`src/sfsio_pkg.sv`:
```
package sfsio_pkg;

  // ----------------------------------------------------------------
  // timing
  // ----------------------------------------------------------------
  localparam int CLK_HZ        = 100_000_000;
  localparam int MS_PER_S      = 1000;
  localparam int TICK_CYCLES   = CLK_HZ / MS_PER_S;
  localparam int CLEAR_MIN_MS  = 100;
  localparam int MAINS_HOLD_MS = 20;

  // ----------------------------------------------------------------
  // sizes
  // ----------------------------------------------------------------
  localparam int NUM_ALARMS = 4;
  localparam int AW         = 4;
  localparam int DW         = 32;

  // ----------------------------------------------------------------
  // register map, byte offsets
  // ----------------------------------------------------------------
  localparam logic [AW-1:0] OFS_CTRL   = 4'h0;
  localparam logic [AW-1:0] OFS_STATUS = 4'h4;
  localparam logic [AW-1:0] OFS_CAUSE  = 4'h8;

  // ctrl fields
  localparam int CTRL_SOFT_CLR_BIT = 0;
  localparam int CTRL_HOLD_BIT     = 1;
  localparam logic CTRL_HOLD_RESET = 1'b0;

  // status fields
  localparam int ST_DCOK_BIT    = 0;
  localparam int ST_MAINS_BIT   = 1;
  localparam int ST_FAULT_BIT   = 2;
  localparam int ST_PERMIT_BIT  = 3;
  localparam int ST_ENABLE_BIT  = 4;
  localparam int ST_CHARGED_BIT = 5;
  localparam int ST_STATE_LSB   = 8;

  localparam logic [DW-1:0] CAUSE_RESET = 32'h0;

  // ----------------------------------------------------------------
  // supply states, gray along idle-charge-run-fault
  // ----------------------------------------------------------------
  typedef enum logic [1:0] {
    SFSIO_IDLE   = 2'b00,
    SFSIO_CHARGE = 2'b01,
    SFSIO_RUN    = 2'b11,
    SFSIO_FAULT  = 2'b10
  } sfsio_state_t;

endpackage

```
`src/sfsio_clr_qual.sv`:
```
`timescale 1ns/1ns
module sfsio_clr_qual #(
  parameter int TICK_CYCLES  = sfsio_pkg::TICK_CYCLES,
  parameter int CLEAR_MIN_MS = sfsio_pkg::CLEAR_MIN_MS
) (
  input  wire logic i_clk,     // system clock
  input  wire logic i_arst_n,  // async reset, active low
  input  wire logic i_level,   // raw clear input
  output logic      o_accept   // one-cycle accepted clear
);

  localparam int PW = $clog2(TICK_CYCLES + 1);
  localparam int MW = $clog2(CLEAR_MIN_MS + 1);

  logic          sync1_q;
  logic          sync2_q;
  logic [PW-1:0] pre_q;
  logic [PW-1:0] pre_d;
  logic [MW-1:0] ms_q;
  logic [MW-1:0] ms_d;
  logic          done_q;
  logic          done_d;
  logic          acc_q;

  // ----------------------------------------------------------------
  // high-time measurement
  // ----------------------------------------------------------------
  wire tick     = (pre_q == PW'(TICK_CYCLES - 1));
  wire last_ms  = (ms_q == MW'(CLEAR_MIN_MS - 1));
  wire hit      = sync2_q && !done_q && tick && last_ms;

  assign pre_d  = (!sync2_q || done_q || tick) ? '0 : pre_q + PW'(1);
  assign ms_d   = !sync2_q ? '0 : (tick && !done_q) ? ms_q + MW'(1) : ms_q;
  assign done_d = sync2_q && (done_q || hit);
  assign o_accept = acc_q;

  always_ff @(posedge i_clk or negedge i_arst_n)
  begin
    if (!i_arst_n)
    begin
      sync1_q <= 1'b0;
      sync2_q <= 1'b0;
      pre_q   <= '0;
      ms_q    <= '0;
      done_q  <= 1'b0;
      acc_q   <= 1'b0;
    end
    else
    begin
      sync1_q <= i_level;     // see RQ10
      sync2_q <= sync1_q;     // see RQ10
      pre_q   <= pre_d;
      ms_q    <= ms_d;
      done_q  <= done_d;
      acc_q   <= hit;         // see RQ10
    end
  end

endmodule

```
`src/sfsio_mains_hold.sv`:
```
`timescale 1ns/1ns
module sfsio_mains_hold #(
  parameter int TICK_CYCLES   = sfsio_pkg::TICK_CYCLES,
  parameter int MAINS_HOLD_MS = sfsio_pkg::MAINS_HOLD_MS
) (
  input  wire logic i_clk,     // system clock
  input  wire logic i_arst_n,  // async reset, active low
  input  wire logic i_ac,      // valid ac detected
  output logic      o_present  // ac present with dropout delay
);

  localparam int PW = $clog2(TICK_CYCLES + 1);
  localparam int MW = $clog2(MAINS_HOLD_MS + 1);

  logic          pres_q;
  logic [PW-1:0] pre_q;
  logic [MW-1:0] ms_q;

  // ----------------------------------------------------------------
  // off delay, restarted on each loss
  // ----------------------------------------------------------------
  wire tick    = (pre_q == PW'(TICK_CYCLES - 1));
  wire expire  = !i_ac && pres_q && tick && (ms_q == MW'(MAINS_HOLD_MS - 1));
  wire pres_d  = i_ac || (pres_q && !expire);
  wire [PW-1:0] pre_d = (i_ac || !pres_q || tick) ? '0 : pre_q + PW'(1);
  wire [MW-1:0] ms_d  = (i_ac || !pres_q) ? '0 : tick ? ms_q + MW'(1) : ms_q;

  assign o_present = pres_q;

  always_ff @(posedge i_clk or negedge i_arst_n)
  begin
    if (!i_arst_n)
    begin
      pres_q <= 1'b0;
      pre_q  <= '0;
      ms_q   <= '0;
    end
    else
    begin
      pres_q <= pres_d;  // see RQ5
      pre_q  <= pre_d;
      ms_q   <= ms_d;
    end
  end

endmodule

```
`src/sfsio_top.sv`:
```
// Operation
// RQ1: controller holds the clear input high at least 100 ms.
// RQ2: accepted clear starts a new restore attempt, re-enabling the dc bus.
// RQ3: dc bus ok output only in operative state without fault.
// RQ4: reported fault opens the run permit contact and drops dc bus ok.
// RQ5: mains present follows valid ac, drops about 20 ms after loss.
// RQ6: detected fault lights the fault output and disables the dc bus.
// RQ7: with logic supplied and no alarm, run permit contact closes. The code keeps it open in the fault state until a clear is accepted.
// RQ8: any alarm opens the run permit contact.
// RQ9: one clear input, three status outputs: bus ready, mains, fault.
// RQ10: clear input is synchronised and its high time measured in ms.
//
// The Avalon-MM slave port and the placing of the registers were left to the implementer.
`timescale 1ns/1ns
module sfsio_top #(
  parameter int TICK_CYCLES   = sfsio_pkg::TICK_CYCLES,
  parameter int CLEAR_MIN_MS  = sfsio_pkg::CLEAR_MIN_MS,
  parameter int MAINS_HOLD_MS = sfsio_pkg::MAINS_HOLD_MS,
  parameter int NUM_ALARMS    = sfsio_pkg::NUM_ALARMS
) (
  input  wire logic                      i_clk,                     // system clock
  input  wire logic                      i_arst_n,                  // async reset, active low
  input  wire logic                      i_fault_clear_input,       // fault clear pin
  input  wire logic                      i_ac_valid,                // valid ac mains detected
  input  wire logic [NUM_ALARMS-1:0]     i_alarm,                   // alarm sources, high active
  input  wire logic                      i_dc_bus_charged,          // dc bus reached voltage
  input  wire logic [sfsio_pkg::AW-1:0]  i_avs_address,             // byte address
  input  wire logic                      i_avs_read,                // read request
  input  wire logic                      i_avs_write,               // write request
  input  wire logic [sfsio_pkg::DW-1:0]  i_avs_writedata,           // write data
  input  wire logic [3:0]                i_avs_byteenable,          // byte enables
  output logic      [sfsio_pkg::DW-1:0]  o_avs_readdata,            // read data
  output logic                           o_avs_waitrequest,         // stall
  output logic                           o_dc_bus_ok_output,        // dc bus ready
  output logic                           o_mains_present_output,    // mains present
  output logic                           o_fault_indicator_output,  // fault
  output logic                           o_run_permit_contact,      // contactor permit, closed high
  output logic                           o_dc_bus_enable            // generate dc bus voltage
);

  // ----------------------------------------------------------------
  // sub blocks
  // ----------------------------------------------------------------
  logic clr_hw;
  logic mains_pres;

  sfsio_clr_qual #(
    .TICK_CYCLES  (TICK_CYCLES),
    .CLEAR_MIN_MS (CLEAR_MIN_MS)
  ) u_clr (
    .i_clk    (i_clk),
    .i_arst_n (i_arst_n),
    .i_level  (i_fault_clear_input),
    .o_accept (clr_hw)
  );

  sfsio_mains_hold #(
    .TICK_CYCLES   (TICK_CYCLES),
    .MAINS_HOLD_MS (MAINS_HOLD_MS)
  ) u_mains (
    .i_clk     (i_clk),
    .i_arst_n  (i_arst_n),
    .i_ac      (i_ac_valid),
    .o_present (mains_pres)
  );

  // ----------------------------------------------------------------
  // avalon slave, one wait cycle per access
  // ----------------------------------------------------------------
  logic                     ack_q;
  logic                     hold_q;
  logic                     soft_clr_q;
  logic [NUM_ALARMS-1:0]    cause_q;
  logic [sfsio_pkg::DW-1:0] rdata_q;
  logic [sfsio_pkg::DW-1:0] status_word;
  logic [sfsio_pkg::DW-1:0] rd_mux;

  wire bus_req   = i_avs_read || i_avs_write;
  wire ack_d     = bus_req && !ack_q;
  wire wr_take   = i_avs_write && ack_q;
  wire sel_ctrl  = (i_avs_address == sfsio_pkg::OFS_CTRL);
  wire sel_stat  = (i_avs_address == sfsio_pkg::OFS_STATUS);
  wire sel_cause = (i_avs_address == sfsio_pkg::OFS_CAUSE);
  wire wr_ctrl   = wr_take && sel_ctrl && i_avs_byteenable[0];
  wire soft_clr_d = wr_ctrl && i_avs_writedata[sfsio_pkg::CTRL_SOFT_CLR_BIT];
  wire hold_d    = wr_ctrl ? i_avs_writedata[sfsio_pkg::CTRL_HOLD_BIT] : hold_q;

  assign o_avs_waitrequest = bus_req && !ack_q;
  assign o_avs_readdata    = rdata_q;

  // ----------------------------------------------------------------
  // supply state machine
  // ----------------------------------------------------------------
  sfsio_pkg::sfsio_state_t state_q;
  sfsio_pkg::sfsio_state_t state_d;

  wire alarm_any = |i_alarm;
  wire clear_req = clr_hw || soft_clr_q;
  wire start_ok  = mains_pres && !hold_q;
  wire [NUM_ALARMS-1:0] cause_d = (cause_q & ~{NUM_ALARMS{clear_req}}) | i_alarm;

  always_comb
  begin
    state_d = state_q;
    case (state_q)
      sfsio_pkg::SFSIO_IDLE:
        if (start_ok)
          state_d = sfsio_pkg::SFSIO_CHARGE;
      sfsio_pkg::SFSIO_CHARGE:
        if (!start_ok)
          state_d = sfsio_pkg::SFSIO_IDLE;
        else if (i_dc_bus_charged)
          state_d = sfsio_pkg::SFSIO_RUN;
      sfsio_pkg::SFSIO_RUN:
        if (!start_ok || !i_dc_bus_charged)
          state_d = sfsio_pkg::SFSIO_IDLE;
      sfsio_pkg::SFSIO_FAULT:
        if (clear_req)                                        // see RQ2
          state_d = start_ok ? sfsio_pkg::SFSIO_CHARGE : sfsio_pkg::SFSIO_IDLE;
      default:
        state_d = sfsio_pkg::SFSIO_IDLE;
    endcase
    if (alarm_any)
      state_d = sfsio_pkg::SFSIO_FAULT;                       // see RQ6
  end

  // ----------------------------------------------------------------
  // output decode, registered
  // ----------------------------------------------------------------
  wire dcok_d   = (state_d == sfsio_pkg::SFSIO_RUN);                     // see RQ3
  wire fault_d  = (state_d == sfsio_pkg::SFSIO_FAULT);                   // see RQ6
  wire permit_d = !fault_d && !alarm_any;                                // see RQ7, see RQ8
  wire enable_d = (state_d == sfsio_pkg::SFSIO_CHARGE) || dcok_d;       // see RQ2

  logic dcok_q;
  logic fault_q;
  logic permit_q;
  logic enable_q;

  assign o_dc_bus_ok_output       = dcok_q;      // see RQ9
  assign o_mains_present_output   = mains_pres;  // see RQ9
  assign o_fault_indicator_output = fault_q;     // see RQ9
  assign o_run_permit_contact     = permit_q;
  assign o_dc_bus_enable          = enable_q;

  always_comb
  begin
    status_word = '0;
    status_word[sfsio_pkg::ST_DCOK_BIT]    = dcok_q;
    status_word[sfsio_pkg::ST_MAINS_BIT]   = mains_pres;
    status_word[sfsio_pkg::ST_FAULT_BIT]   = fault_q;
    status_word[sfsio_pkg::ST_PERMIT_BIT]  = permit_q;
    status_word[sfsio_pkg::ST_ENABLE_BIT]  = enable_q;
    status_word[sfsio_pkg::ST_CHARGED_BIT] = i_dc_bus_charged;
    status_word[sfsio_pkg::ST_STATE_LSB +: 2] = state_q;
  end

  always_comb
  begin
    rd_mux = '0;
    if (sel_ctrl)
      rd_mux[sfsio_pkg::CTRL_HOLD_BIT] = hold_q;
    else if (sel_stat)
      rd_mux = status_word;
    else if (sel_cause)
      rd_mux[NUM_ALARMS-1:0] = cause_q;
  end

  // ----------------------------------------------------------------
  // registers
  // ----------------------------------------------------------------
  always_ff @(posedge i_clk or negedge i_arst_n)
  begin
    if (!i_arst_n)
    begin
      state_q  <= sfsio_pkg::SFSIO_IDLE;
      dcok_q   <= 1'b0;
      fault_q  <= 1'b0;
      permit_q <= 1'b0;
      enable_q <= 1'b0;
    end
    else
    begin
      state_q  <= state_d;
      dcok_q   <= dcok_d;
      fault_q  <= fault_d;
      permit_q <= permit_d;   // see RQ4
      enable_q <= enable_d;   // see RQ6
    end
  end

  always_ff @(posedge i_clk or negedge i_arst_n)
  begin
    if (!i_arst_n)
    begin
      ack_q      <= 1'b0;
      hold_q     <= sfsio_pkg::CTRL_HOLD_RESET;
      soft_clr_q <= 1'b0;
      cause_q    <= sfsio_pkg::CAUSE_RESET[NUM_ALARMS-1:0];
      rdata_q    <= '0;
    end
    else
    begin
      ack_q      <= ack_d;
      hold_q     <= hold_d;
      soft_clr_q <= soft_clr_d;
      cause_q    <= cause_d;
      rdata_q    <= ack_d ? rd_mux : rdata_q;
    end
  end

  // ----------------------------------------------------------------
  // assertions
  // ----------------------------------------------------------------
  property p_restore;
    @(posedge i_clk) disable iff (!i_arst_n)
    (state_q == sfsio_pkg::SFSIO_FAULT && clear_req && !alarm_any && start_ok) |=> o_dc_bus_enable;
  endproperty
  a_restore: assert property (p_restore) else $error("clear did not restart dc bus"); // see RQ2

  property p_bus_ok;
    @(posedge i_clk) disable iff (!i_arst_n)
    o_dc_bus_ok_output |-> (state_q == sfsio_pkg::SFSIO_RUN) && !o_fault_indicator_output && o_dc_bus_enable;
  endproperty
  a_bus_ok: assert property (p_bus_ok) else $error("bus ok outside operative state"); // see RQ3

  property p_fault_opens;
    @(posedge i_clk) disable iff (!i_arst_n)
    o_fault_indicator_output |-> !o_run_permit_contact && !o_dc_bus_ok_output;
  endproperty
  a_fault_opens: assert property (p_fault_opens) else $error("fault with permit or bus ok"); // see RQ4

  property p_mains_on;
    @(posedge i_clk) disable iff (!i_arst_n)
    i_ac_valid |=> o_mains_present_output;
  endproperty
  a_mains_on: assert property (p_mains_on) else $error("mains present missing"); // see RQ5

  property p_mains_hold;
    @(posedge i_clk) disable iff (!i_arst_n)
    ($fell(i_ac_valid) && o_mains_present_output) |=> o_mains_present_output [*4];
  endproperty
  a_mains_hold: assert property (p_mains_hold) else $error("mains dropped without delay"); // see RQ5

  property p_fault_on;
    @(posedge i_clk) disable iff (!i_arst_n)
    alarm_any |=> o_fault_indicator_output && !o_dc_bus_enable;
  endproperty
  a_fault_on: assert property (p_fault_on) else $error("alarm not reported as fault"); // see RQ6

  property p_permit_close;
    @(posedge i_clk) disable iff (!i_arst_n)
    (!alarm_any && state_q != sfsio_pkg::SFSIO_FAULT) ##1 (!alarm_any && $stable(state_q)) |-> o_run_permit_contact;
  endproperty
  a_permit_close: assert property (p_permit_close) else $error("permit not closed"); // see RQ7

  property p_permit_open;
    @(posedge i_clk) disable iff (!i_arst_n)
    alarm_any |=> !o_run_permit_contact;
  endproperty
  a_permit_open: assert property (p_permit_open) else $error("permit closed during alarm"); // see RQ8

  property p_exclusive;
    @(posedge i_clk) disable iff (!i_arst_n)
    !(o_dc_bus_ok_output && o_fault_indicator_output);
  endproperty
  a_exclusive: assert property (p_exclusive) else $error("ready and fault together"); // see RQ9

  property p_clear_pulse;
    @(posedge i_clk) disable iff (!i_arst_n)
    clr_hw |-> $past(i_fault_clear_input, 2) ##1 !clr_hw;
  endproperty
  a_clear_pulse: assert property (p_clear_pulse) else $error("clear accepted without high input"); // see RQ10

  c_fault:   cover property (@(posedge i_clk) disable iff (!i_arst_n) $rose(o_fault_indicator_output));
  c_restore: cover property (@(posedge i_clk) disable iff (!i_arst_n)
                             state_q == sfsio_pkg::SFSIO_FAULT && clear_req ##1 o_dc_bus_enable);
  c_run:     cover property (@(posedge i_clk) disable iff (!i_arst_n) $rose(o_dc_bus_ok_output));
  c_drop:    cover property (@(posedge i_clk) disable iff (!i_arst_n) $fell(o_mains_present_output));

endmodule

```
`config.mk`:
```
export PLATFORM = sky130hd
export DESIGN_NAME = sfsio_top
export DESIGN_NICKNAME = d
export VERILOG_FILES = /design/src/sfsio_pkg.sv /design/src/sfsio_clr_qual.sv /design/src/sfsio_mains_hold.sv /design/src/sfsio_top.sv
export SDC_FILE = /design/constraint.sdc
export NUM_CORES = 1
export LEC_CHECK = 0
export BUFFER_PORTS_ARGS = -buffer_cell sky130_fd_sc_hd__clkbuf_2
export CAP_MARGIN = 40
export CORE_UTILIZATION = 30
export DETAILED_ROUTE_END_ITERATION = 10
export GPL_TIMING_DRIVEN = 0
export SLEW_MARGIN = 20
export SYNTH_ARGS = -nofsm -noshare
export SYNTH_HDL_FRONTEND = slang
export SYNTH_SLANG_ARGS = --single-unit
export TNS_END_PERCENT = 5
```
`constraint.sdc`:
```
create_clock -name i_clk -period 2.5 [get_ports i_clk]
set_input_delay 0.375 -clock i_clk [delete_from_list [all_inputs] [get_ports i_clk]]
set_output_delay 0.375 -clock i_clk [all_outputs]
set_load 0.02 [all_outputs]
```
==> results of run 1 <==
==> worst min path at each step <==
| stage | end | slack (ps) |
|---|---|---|
| 4_1_cts | ack_q | 50 |
| 3_3_place_gp | u_clr.sync2_q | 340 |
| 3_5_place_dp | u_clr.sync2_q | 340 |
| 2_1_floorplan | ack_q | 80 |
| 6_report | ack_q | 50 |
| 5_1_grt | o_avs_readdata[5] | 80 |
==> layout make-up <==
cell class	instances	area, sq um
Buffer	32	220
Inverter	12	45.0
Sequential cell	71	1780
Tap cell	143	179
Timing Repair Buffer	32	178
Fill cell	1136	7130
Multi-Input combinational cell	254	1560
Clock buffer	10	229
Clock inverter	6	92.6
==> cell families (layout without fill, tap and decap cells) <==
group                      after synthesis  in the layout  share of synthesized area
buffers and inverters                   44             92                     0.0754
adders and majority gates                4              4                     0.0142
AOI/OAI and AO/OA                       38             38                     0.0729
other                                    1             24                    0.00107
and+or+nand+nor                        155            155                      0.247
xor gates and xnor gates                28             28                     0.0697
DFF                                     71             71                      0.505
muxes                                    5              5                     0.0146
==> report_power, final <==
part	internal [mW]	leakage (nW)	total, mW	switching (mW)
registers	1.17	0.942	1.19	0.0159
logic	0.0698	0.828	0.188	0.118
clock network	0.881	0.150	1.37	0.494
total	2.12	1.92	2.75	0.629
==> critical path, cell delays in order, from the launching register on <==
cell and delay (ps):
dfrtp_1 380, ha_1 230, and4_1 300, nand4_1 280
nand3_1 380, buf_2 280, nor2_1 70
==> registers in the layout, summed over array words and instances (netlist names) <==
signal / flops
u_clr.pre_q: 17
u_mains.pre_q: 17
o_avs_readdata: 8
u_clr.ms_q: 7
u_mains.ms_q: 5
cause_q: 4
ack_q: 1
hold_q: 1
o_dc_bus_enable: 1
o_dc_bus_ok_output: 1
o_fault_indicator_output: 1
o_run_permit_contact: 1
soft_clr_q: 1
state_q: 1
u_clr.done_q: 1
u_clr.o_accept: 1
u_clr.sync1_q: 1
u_clr.sync2_q: 1
u_mains.o_present: 1
==> cells in the final DEF (no fill, tap or decap), types with 3 or more instances in the layout <==
cell type	n
nand2b_1	3
a21o_1	4
nor3_1	8
buf_4	25
ha_1	4
inv_1	12
nor2_1	43
a21oi_1	12
or4b_1	3
or4_1	5
xor2_1	11
nor4_1	7
clkbuf_1	3
clkbuf_16	9
or2_2	3
mux2i_1	4
buf_2	3
nand4_1	13
o21ai_0	5
dfrtp_1	71
nand4b_1	3
a22o_1	7
and4_1	5
conb_1	24
nand2_1	24
nand3_1	19
o31ai_1	4
o41ai_1	4
clkbuf_2	32
xnor2_1	17
nor4b_1	4
==> per-layer routing <==
layer / part of all wire / GRT usage
met5: 0 / 0
met4: 0.0076 / 0.0498
met3: 0.047 / 0.0347
met2: 0.45 / 0.187
met1: 0.49 / 0.153
==> metrics by stage <==
| stage | hold WS [ps] | cell area [sq um] | cells | total power, mW | setup slack, ps |
|---|---|---|---|---|---|
| 4_1_cts | 52.1 | 4280 | 560 | 2.79 | 461 |
| 5_1_grt | 77.0 | 4280 | 560 | 2.87 | 229 |
| 3_5_place_dp | 336 | 3960 | 544 | 1.40 | 471 |
| 3_3_place_gp | 338 | 3940 | 543 | 1.39 | 462 |
| 2_1_floorplan | 79.4 | 3610 | 369 | 1.33 | 746 |
| 6_report | 45.6 | 4280 | 560 | 2.75 | 458 |
==> results by stage, run 1 <==
Worst setup path:
- The critical path is of the reg -> reg type.
- The worst setup path endpoint is u_clr.pre_q[11].
- The startpoint identified for the worst register-to-register timing path is u_clr.pre_q[0].
- In this run the register-to-register setup slack is 460 ps.
- STA classifies the critical path endpoint as a register.
- In this run the worst path has a maximum fanout of 10.
- The worst register-to-register path ends at u_clr.pre_q[11].
- The cell count of the worst reg-to-reg path is 6.
- The launching element type of the critical path is a register.
- The critical path starts at u_clr.pre_q[0].
- At the worst endpoint, the required time is 2710 ps.
- Data on the critical path arrives at its endpoint at 2250 ps.

Clock network:
- The post-cts resize count is 0.
- The number of sinks handled by clock tree synthesis is 71.
- Clock-pin slew was measured on the worst setup and hold paths at 60 ps.
- The number of buffers on the longest clock path is 2.
- The H-tree generated during clock tree synthesis spans 3 levels.
- The root buffer cell chosen for the clock tree is clkbuf_16.
- The number of clock buffers added by TritonCTS is 9.
- After clock tree synthesis, the flow added hold-fix buffers numbering 0.
- The clock latency at the later pin of the worst-skew pair is 330 ps.
- The clock tree from TritonCTS is yes.
- The number of buffers inserted by post-CTS setup repair is 0.

Route:
- The first detailed-routing pass ran for 4 iterations.
- The final layout contains routed wiring with a total length of 6580 um.
- The via density per instance is 4.62.
- The via count is 2589.
- The remaining antenna violation count after routing is 0.
- The detailed router finished its first iteration with 137 violations.
- Dividing the detail-routed wire length by the instance count gives 11.8 um.
- The residual DRC count is 0.

Cells and area:
- Measured on the finished design, the core utilization comes to 0.375.
- The repair_antennas step left the layout with diodes totalling 0.
- The share of cells above drive strength 1 is 0.211.
- The count of nets after finishing is 467.
- The area added between synthesis and finish is 21.7%.

Die:
- The core outline area is 0.0114 sq mm.
- The floorplan has 39 rows.
- The overall die height is 110 um.
- The I/O pin total is 89.
- For this configuration, the core starts out at a cell density of 0.308.
- In this run the horizontal extent of the chip is 110 um.
- The die area is 0.0122 sq mm.

Timing:
- The routed design could run at a clock period as short as 2040 ps.
- The worst slew margin relative to its limit is 0.641.
- Setup repair after global routing left no endpoint under its margin.
- The ratio of final minimum period to clock period is 0.817.
- The number of endpoints with negative hold slack in the final report was 0.
- The number of max-slew violations in the final report is 0.
- After routing, the total negative slack on setup checks comes to 0 ps.
- The clock arrives with 6.62 ps of skew.
- The final setup violation count is 0.
- At the pin with the least slew margin, the transition time is 531 ps.
- The maximum achievable frequency is 490 MHz.

Global route:
- For this run the aggregate overflow at the end of global routing stands at 0.
- The first global-routing pass estimated 11200 um of wire.
- The maximum number of pins on one net before global-route repair is 40.
- Across every metal layer, demand over resource in global routing totals 0.119.
- The number of antenna violations at the first check in global routing came to 0.
- The via count of the first global-routing pass is 2445.

Place:
- The final weighted congestion of routability-driven global placement is 0.766.
- The count of input and output buffers is 31.
- Detailed placement finished with a half-perimeter wire length of 4640 um.

Hold path:
- The min-delay analysis places its worst path in the category in -> async.

Synth:
- In the post-synthesis netlist, the biggest area contributors are dfrtp_1 50%, buf_4 5.3%, nor2_1 4.6%, xnor2_1 4.2%, xor2_1 2.7%.
- The synthesized area per cell is 10.2 sq um.
- The cell taking the most area after synthesis is dfrtp_1.
- In this run, synthesis produced a sequential element count of 71.
- dfrtp_1 is the most common cell in the netlist.
- The distinct cell type count of the synthesized netlist is 43.
- Yosys printed 0 warnings.
- For this run, asynchronously set or reset flops after synthesis account for 1.00.
- The count of flip-flops with a built-in enable after synthesis is 0.
- After technology mapping, the gate count stands at 346.
- Among all flip-flop cells after synthesis, the most frequent one is dfrtp_1.
- The netlist area before placement is 0.00352 sq mm.
- The proportion of synthesized chip area in sequential cells is 0.505.
- Counting instances in the post-synthesis netlist gives the leading cell types as 71 x dfrtp_1, 43 x nor2_1, 25 x buf_4.
- Of the post-synthesis cell area, the dominant cell type holds 0.505.

Flow run:
- Max-cap violations in this run came to 0.

Power and ir drop:
- The standby leakage power is 1.92 nW.
- For this design the ratio of total power to cell area is 642 mW/mm^2.
- The worst-case IR drop observed on VDD is 0.000308 V.

Outcome:
- The flow ran to the end, and the final reports show no timing, DRC or antenna violations.
(Power assumes the default switching activity.)
==> inputs of run 2 (changes only) <==
- clock period: 2.5 -> 1.96 ns (I/O delays scaled with it)
==> run 2 against run 1 <==
  * Via count rose by 0.97%
  * Clock-buffer cell count did not move
  * Routed wire length rose by 0.85%
  * Final cell count rose by 0.54%
  * Power rose by 28%
  * Clock power rose by 28%
  * Hold slack improved by 32 ps
  * Sequential share of layout area fell by 0.63 points
  * Register-to-register slack got worse by 360 ps
  * Die area did not move
  * Critical path depth fell by 2
  * Clock skew rose by 0.76 ps
  * Critical path type is now reg -> out
  * Critical endpoint is now o_avs_waitrequest
  * Largest cell class unchanged
  * Largest power group unchanged
==> results by stage, run 2 (synthesized netlist as in run 1, its figures left out) <==
Outcome:
- The run finished with clean final reports.

Global route:
- The via count of the first global-routing pass is 2447.
- The global routing usage summed across all routing layers is 0.119.
- The number of antenna violations at the first check in global routing came to 0.
- For this run the aggregate overflow at the end of global routing stands at 0.
- Entering global routing, the biggest net connects 40 pins.
- The first-pass GRT wire length is 11200 um.

Die:
- The die covers 0.0122 sq mm.
- The number of placement rows is 39.
- The die is 110 um wide.
- From bottom edge to top edge, the die measures 110 um.
- The initial utilization of the core area, before any placement, comes to 0.308.
- The floorplan step defined a core boundary enclosing 0.0114 sq mm.
- The I/O pin total is 89.

Cells and area:
- In the layout the commonest cells are 71 x dfrtp_1, 43 x nor2_1, 31 x clkbuf_2.
- At the end of the flow, the number of nets in the layout was 470.
- For this run, the number of standard cells in the final layout without fillers is 563.
- The count of filler cells inserted in the layout is 1126.
- The count of antenna diodes in the layout is 0.
- The leading cell type in the layout, fill and taps excluded is dfrtp_1.
- The area added between synthesis and finish is 23.6%.
- The share of cells above drive strength 1 is 0.229.

Timing:
- The slew at the pin with the worst max-slew slack is 531 ps.
- The number of max-slew violations in the final report is 0.
- Measured against its own limit, the worst slew margin works out to 0.641.
- In the finished design, the share of the clock period the worst path needs comes to 0.958.
- Across all hold checks on the routed design, the worst slack comes to 77.5 ps.
- Setup violations remaining at the end of the flow were counted as 0.
- The post-route minimum period is 1880 ps.
- The number of endpoints with negative hold slack in the final report is 0.
- On the final layout, the worst clock skew is 7.37 ps.
- Static timing analysis puts the maximum clock frequency at 532 MHz.

Worst setup path:
- The maximum fanout along the worst path is 10.
- By startpoint and endpoint, the worst setup path is classified as reg -> out.
- The launching element type of the critical path is a register.
- The worst setup path is captured at a primary output.
- The required time at the worst-slack endpoint is 1670 ps.
- At the worst endpoint, the arrival time is 1580 ps.

Hold path:
- The worst hold path class is in -> reg.

Clock network:
- The number of sinks handled by clock tree synthesis is 71.
- TritonCTS created 9 clock buffers.
- For the worst-skew pair, the clock arrives at the later sink with an insertion delay of 330 ps.
- The cell sitting at the root of the clock tree is a clkbuf_16.
- The H-tree depth is 3.
- TritonCTS built the clock tree.
- Counting along the longest clock path gives a buffer depth of 2.
- Clock-pin slew was measured on the worst setup and hold paths at 60 ps.

Power and ir drop:
- The power density of the placed cells is 808 mW/mm^2.
- The standby leakage power is 1.94 nW.
- The power after layout is 3.51 mW.
- The worst-case IR drop observed on VDD is 0.000398 V.

Route:
- For this block, the routed nets add up to 6640 um of wire.
- The detailed-router iteration count before antenna repair is 4.
- In the detailed route, the total length drawn on met3 is 319 um.
- The residual DRC count is 0.
- Using the TritonRoute via totals, the vias-per-cell ratio works out to 4.64.
- The routed design uses 3010 um of met2 wire.
- The routed length on met1 is 3250 um.
- The first routing iteration left 131 violations.
- The remaining antenna violation count after routing is 0.
- The routed length per placed instance is 11.8 um.
- The highest metal layer carrying signal wires in the routed design is met4.
- Summing over every cut layer, the via total after detailed routing is 2614.

Flow run:
- Max-cap violations in this run came to 0.

Place:
- The final HPWL from detailed placement is 4640 um.
- The count of placed standard cells including taps is 544.
- The final weighted congestion of routability-driven global placement is 0.766.
- The count of input and output buffers is 31.
==> run 2: cell types whose count changed in the layout (fill, tap and decap cells not counted), sizes merged <==
cell and delta:
buf +1, dlygate4sd3 +1, clkbuf +1
==> run 2: routing by layer <==
| layer | vias to the layer above | global-route usage |
|---|---|---|
| met3 | 4 | 0.0347 |
| met4 | 0 | 0.0498 |
| met1 | 1233 | 0.153 |
| met2 | 57 | 0.187 |
| li1 | 1320 | - |
| met5 | - | 0 |
==> run 2: cell type report <==
type / instances / area, sq um / share of cell area
inverters: 12 / 45.0 / 0.0104
multi-input cells: 254 / 1600 / 0.367
well taps: 143 / 179 / 0.0411
plain buffers: 32 / 229 / 0.0526
clock buffers: 10 / 229 / 0.0526
clock inverters: 6 / 92.6 / 0.0213
repair buffers: 35 / 203 / 0.0466
flip-flops and latches: 71 / 1780 / 0.408
==> run 2: per-stage QoR <==
step                area (sq um)  setup TNS, ps  setup slack, ps   util
floorplan                   3610              0              206      -
global placement            3940          -1360            -77.9  0.345
detailed placement          3960          -1190            -69.2  0.347
CTS                         4310           -423            -40.9  0.377
global route                4350          -11.0            -11.0  0.381
finish                      4350              0             81.8  0.381
==> run 2: what timing repair did <==
action                                 CTS  global route
buffers inserted                         0             2
endpoints found under the hold margin   32             0
pin swaps                                0             1
hold buffers                             1             0
setup endpoints to repair               24            28
resized for setup                        5             8
==> run 2: path summary, 6_finish.rpt <==
path | slack, ps | depth (start not counted) | start | to
min in group asynchronous | 510 | 2 | i_arst_n | ack_q
max in group asynchronous | 880 | 3 | i_arst_n | u_mains.pre_q[5]
setup reg to reg | 100 | 7 | u_clr.pre_q[0] | u_clr.ms_q[6]
hold / removal | 80 | 1 | i_fault_clear_input | u_clr.sync1_q
hold reg to reg | 350 | 0 | u_clr.sync1_q | u_clr.sync2_q
setup / recovery | 80 | 4 | ack_q | o_avs_waitrequest
==> run 2: worst max-delay path, cell delays in order, from the launching register on <==
cell,delay (ps)
dfrtp_1,370
or2_2,280
clkbuf_1,220
inv_1,190
clkbuf_2,190
==> run 2: power by group <==
group	internal (mW)	switching [mW]	total [mW]	leakage, nW
Combinational	0.0957	0.152	0.248	0.844
Sequential	1.49	0.0222	1.51	0.942
Clock	1.12	0.629	1.75	0.150
==> inputs of run 3 (changes only) <==
- clock period: 1.96 -> 2.14 ns (I/O delays scaled with it)
==> run 3 against run 2 <==
  * Hold slack better by 25 ps
  * Routed wire length down 0.72%
  * Largest power group unchanged
  * Critical endpoint is now u_clr.ms_q[6]
  * Final cell count down 0.18%
  * Sequential share of layout area up 0.38 points
  * Highest routed layer unchanged
  * Register-to-register slack better by 90 ps
  * Critical path type is now reg -> reg
  * Combinational power down 10%
==> results by stage, run 3 (synthesized netlist as in run 1, its figures left out) <==
Outcome:
- The run finished with clean final reports.

Die:
- The die width is 110 um.
- The core outline area is 0.0114 sq mm.
- From bottom edge to top edge, the die measures 110 um.
- The die area is 0.0122 sq mm.
- The I/O pin total is 89.
- The number of placement rows is 39.
- The initial core utilization is 0.308.

Clock network:
- Clock latency on the worst-skew pair, taken at its later pin, is 330 ps.
- The number of sinks handled by clock tree synthesis is 71.
- The number of buffers on the longest clock path is 2.
- The root buffer selected by CTS is clkbuf_16.
- The H-tree depth is 3.
- TritonCTS created 9 clock buffers.
- TritonCTS built the clock tree.
- After clock tree synthesis, the clock-pin slew on the worst setup and hold paths is 60 ps.

Timing:
- The maximum achievable frequency is 513 MHz.
- Dividing the final minimum period by the clock period gives 0.911.
- The worst slew margin relative to its limit is 0.641.
- Setup repair after global routing left no endpoint under its margin.
- The slew at the pin with the worst max-slew slack is 531 ps.
- Setup violations remaining at the end of the flow were counted as 0.
- The accumulated negative setup slack is 0 ps.
- The final hold slack is 102 ps.
- The largest clock skew in the final design is 6.75 ps.
- The routed design could run at a clock period as short as 1950 ps.
- The number of max-slew violations in the final report is 0.
- The number of endpoints with negative hold slack in the final report is 0.

Global route:
- The first-pass GRT wire length is 11200 um.
- Entering global routing, the biggest net connects 40 pins.
- The global-route layer with the greatest usage is met2.
- Summed over all layers, the global routing overflow is 0.
- The met1 layer usage reported by global route is 0.153.
- The via count of the first global-routing pass is 2445.
- The number of antenna violations at the first check in global routing came to 0.
- The global routing usage summed across all routing layers is 0.119.
- In the global route stage, met3 resource usage came out at 0.0347.
- The met2 routing resource usage after global routing is 0.187.

Worst setup path:
- STA classifies the critical path startpoint as a register.
- At the worst endpoint, the required time is 2340 ps.
- The critical path start-end classification is reg -> reg.
- For the worst setup path, the data arrival time is 2150 ps.
- Counting cells, the worst reg-to-reg path comes to 7.
- The startpoint of the worst setup timing path is u_clr.pre_q[0].
- Along the worst path, the maximum fanout reaches 10.
- In this run the critical register-to-register path is captured at u_clr.ms_q[6].
- The reg2reg setup slack is 190 ps.
- The reg-to-reg critical path startpoint is u_clr.pre_q[0].
- Following the worst setup path forward leads to its endpoint at u_clr.ms_q[6].
- STA classifies the critical path endpoint as a register.

Power and ir drop:
- Overall power consumption after layout is estimated at 3.21 mW.
- The standby leakage power is 1.93 nW.
- The worst-case vdd ir drop is 0.000363 V.
- The power density of the placed cells is 746 mW/mm^2.

Place:
- After legalization and detailed placement, the total HPWL measured 4640 um.
- The congestion estimate from routability-driven global placement came to 0.766.
- The count of buffers added on input and output ports is 31.
- The count of placed standard cells including taps is 544.

Route:
- After detailed routing, the number of remaining DRC violations is 0.
- The wire length after detailed routing is 6590 um.
- The routed layout has 2599 vias.
- The number of design-rule violations left by the first detailed-router iteration is 133.
- Before antenna repair, the detailed router went through 4 iterations.
- In the final routed layout, each cell accounts on average for 11.7 um.
- The detail route stage leaves a number of antenna-violating nets equal to 0.
- Dividing the detail-routed via count by the number of cells gives 4.62.

Hold path:
- The worst hold path class is in -> reg.

Cells and area:
- Leaving out fill and tap cells, the most frequent cells in the layout are 71 x dfrtp_1, 43 x nor2_1, 32 x clkbuf_2.
- The utilization after layout is 0.377.
- The leading cell type in the layout, fill and taps excluded is dfrtp_1.
- The count of filler cells inserted in the layout is 1131.
- Compared with the post-synthesis result, the final layout area differs by 22.5%.
- In the final layout, the share of cells above drive strength 1 is 0.220.
- The count of non-filler cells in the finished layout is 562.
- The net count of the finished layout is 469.
- The number of antenna diodes in the final layout is 0.

Flow run:
- Max-cap violations in this run came to 0.
-- run 3: cell count changes in the layout (fill, tap and decap cells not counted), sizes merged --
cell,before,now
clkbuf,46,45
-- run 3: critical path: stages, from the launching register on --
cell and delay, ps:
dfrtp_1 380, ha_1 230, and4_1 300, nand4_1 120, buf_4 180, buf_2 180, o41ai_1 320, a21oi_1 100
-- run 3: power by group --
| part | internal [mW] | total, mW | switching (mW) |
|---|---|---|---|
| registers | 1.37 | 1.38 | 0.0189 |
| logic | 0.0833 | 0.222 | 0.138 |
| clock network | 1.03 | 1.61 | 0.578 |
-- run 3: worst min-delay path by stage --
stage / from / to / slack, ps / cells past startpoint
CTS: i_fault_clear_input / u_clr.sync1_q / 90 / 1
floorplan: i_arst_n / ack_q / 30 / 0
finish: i_fault_clear_input / u_clr.sync1_q / 100 / 1
global route: i_fault_clear_input / u_clr.sync1_q / 90 / 1
detailed placement: u_clr.sync1_q / u_clr.sync2_q / 340 / 0
global placement: u_clr.sync1_q / u_clr.sync2_q / 340 / 0
-- run 3: what timing repair did --
action                     4_1_cts  5_1_grt
gates resized for setup          0        3
setup buffers                    0        1
setup endpoints to repair        0       25
hold buffers                     1        0
hold endpoints to repair        10        0
-- run 3: cell type report --
cell class,instances,area [sq um],area share
flip-flops and latches,71,1780,0.412
well taps,143,179,0.0415
multi-input cells,254,1570,0.365
plain buffers,32,220,0.0511
clock inverters,6,92.6,0.0215
inverters,12,45.0,0.0104
clock buffers,10,229,0.0531
repair buffers,34,195,0.0453
-- run 3: metal layers --
| metal | share of wire | vias to the layer above | wire (um) |
|---|---|---|---|
| li1 | - | 1315 | - |
| met4 | 0.0088 | 0 | 58 |
| met2 | 0.45 | 52 | 2950 |
| met1 | 0.50 | 1227 | 3270 |
| met3 | 0.047 | 5 | 310 |
| met5 | 0 | - | 0 |
-- run 3: metrics by stage --
step	instance area, sq um	setup WS (ps)
global placement	3940	102
floorplan	3610	386
detailed placement	3960	111
finish	4310	191
global route	4310	16.5
CTS	4290	101
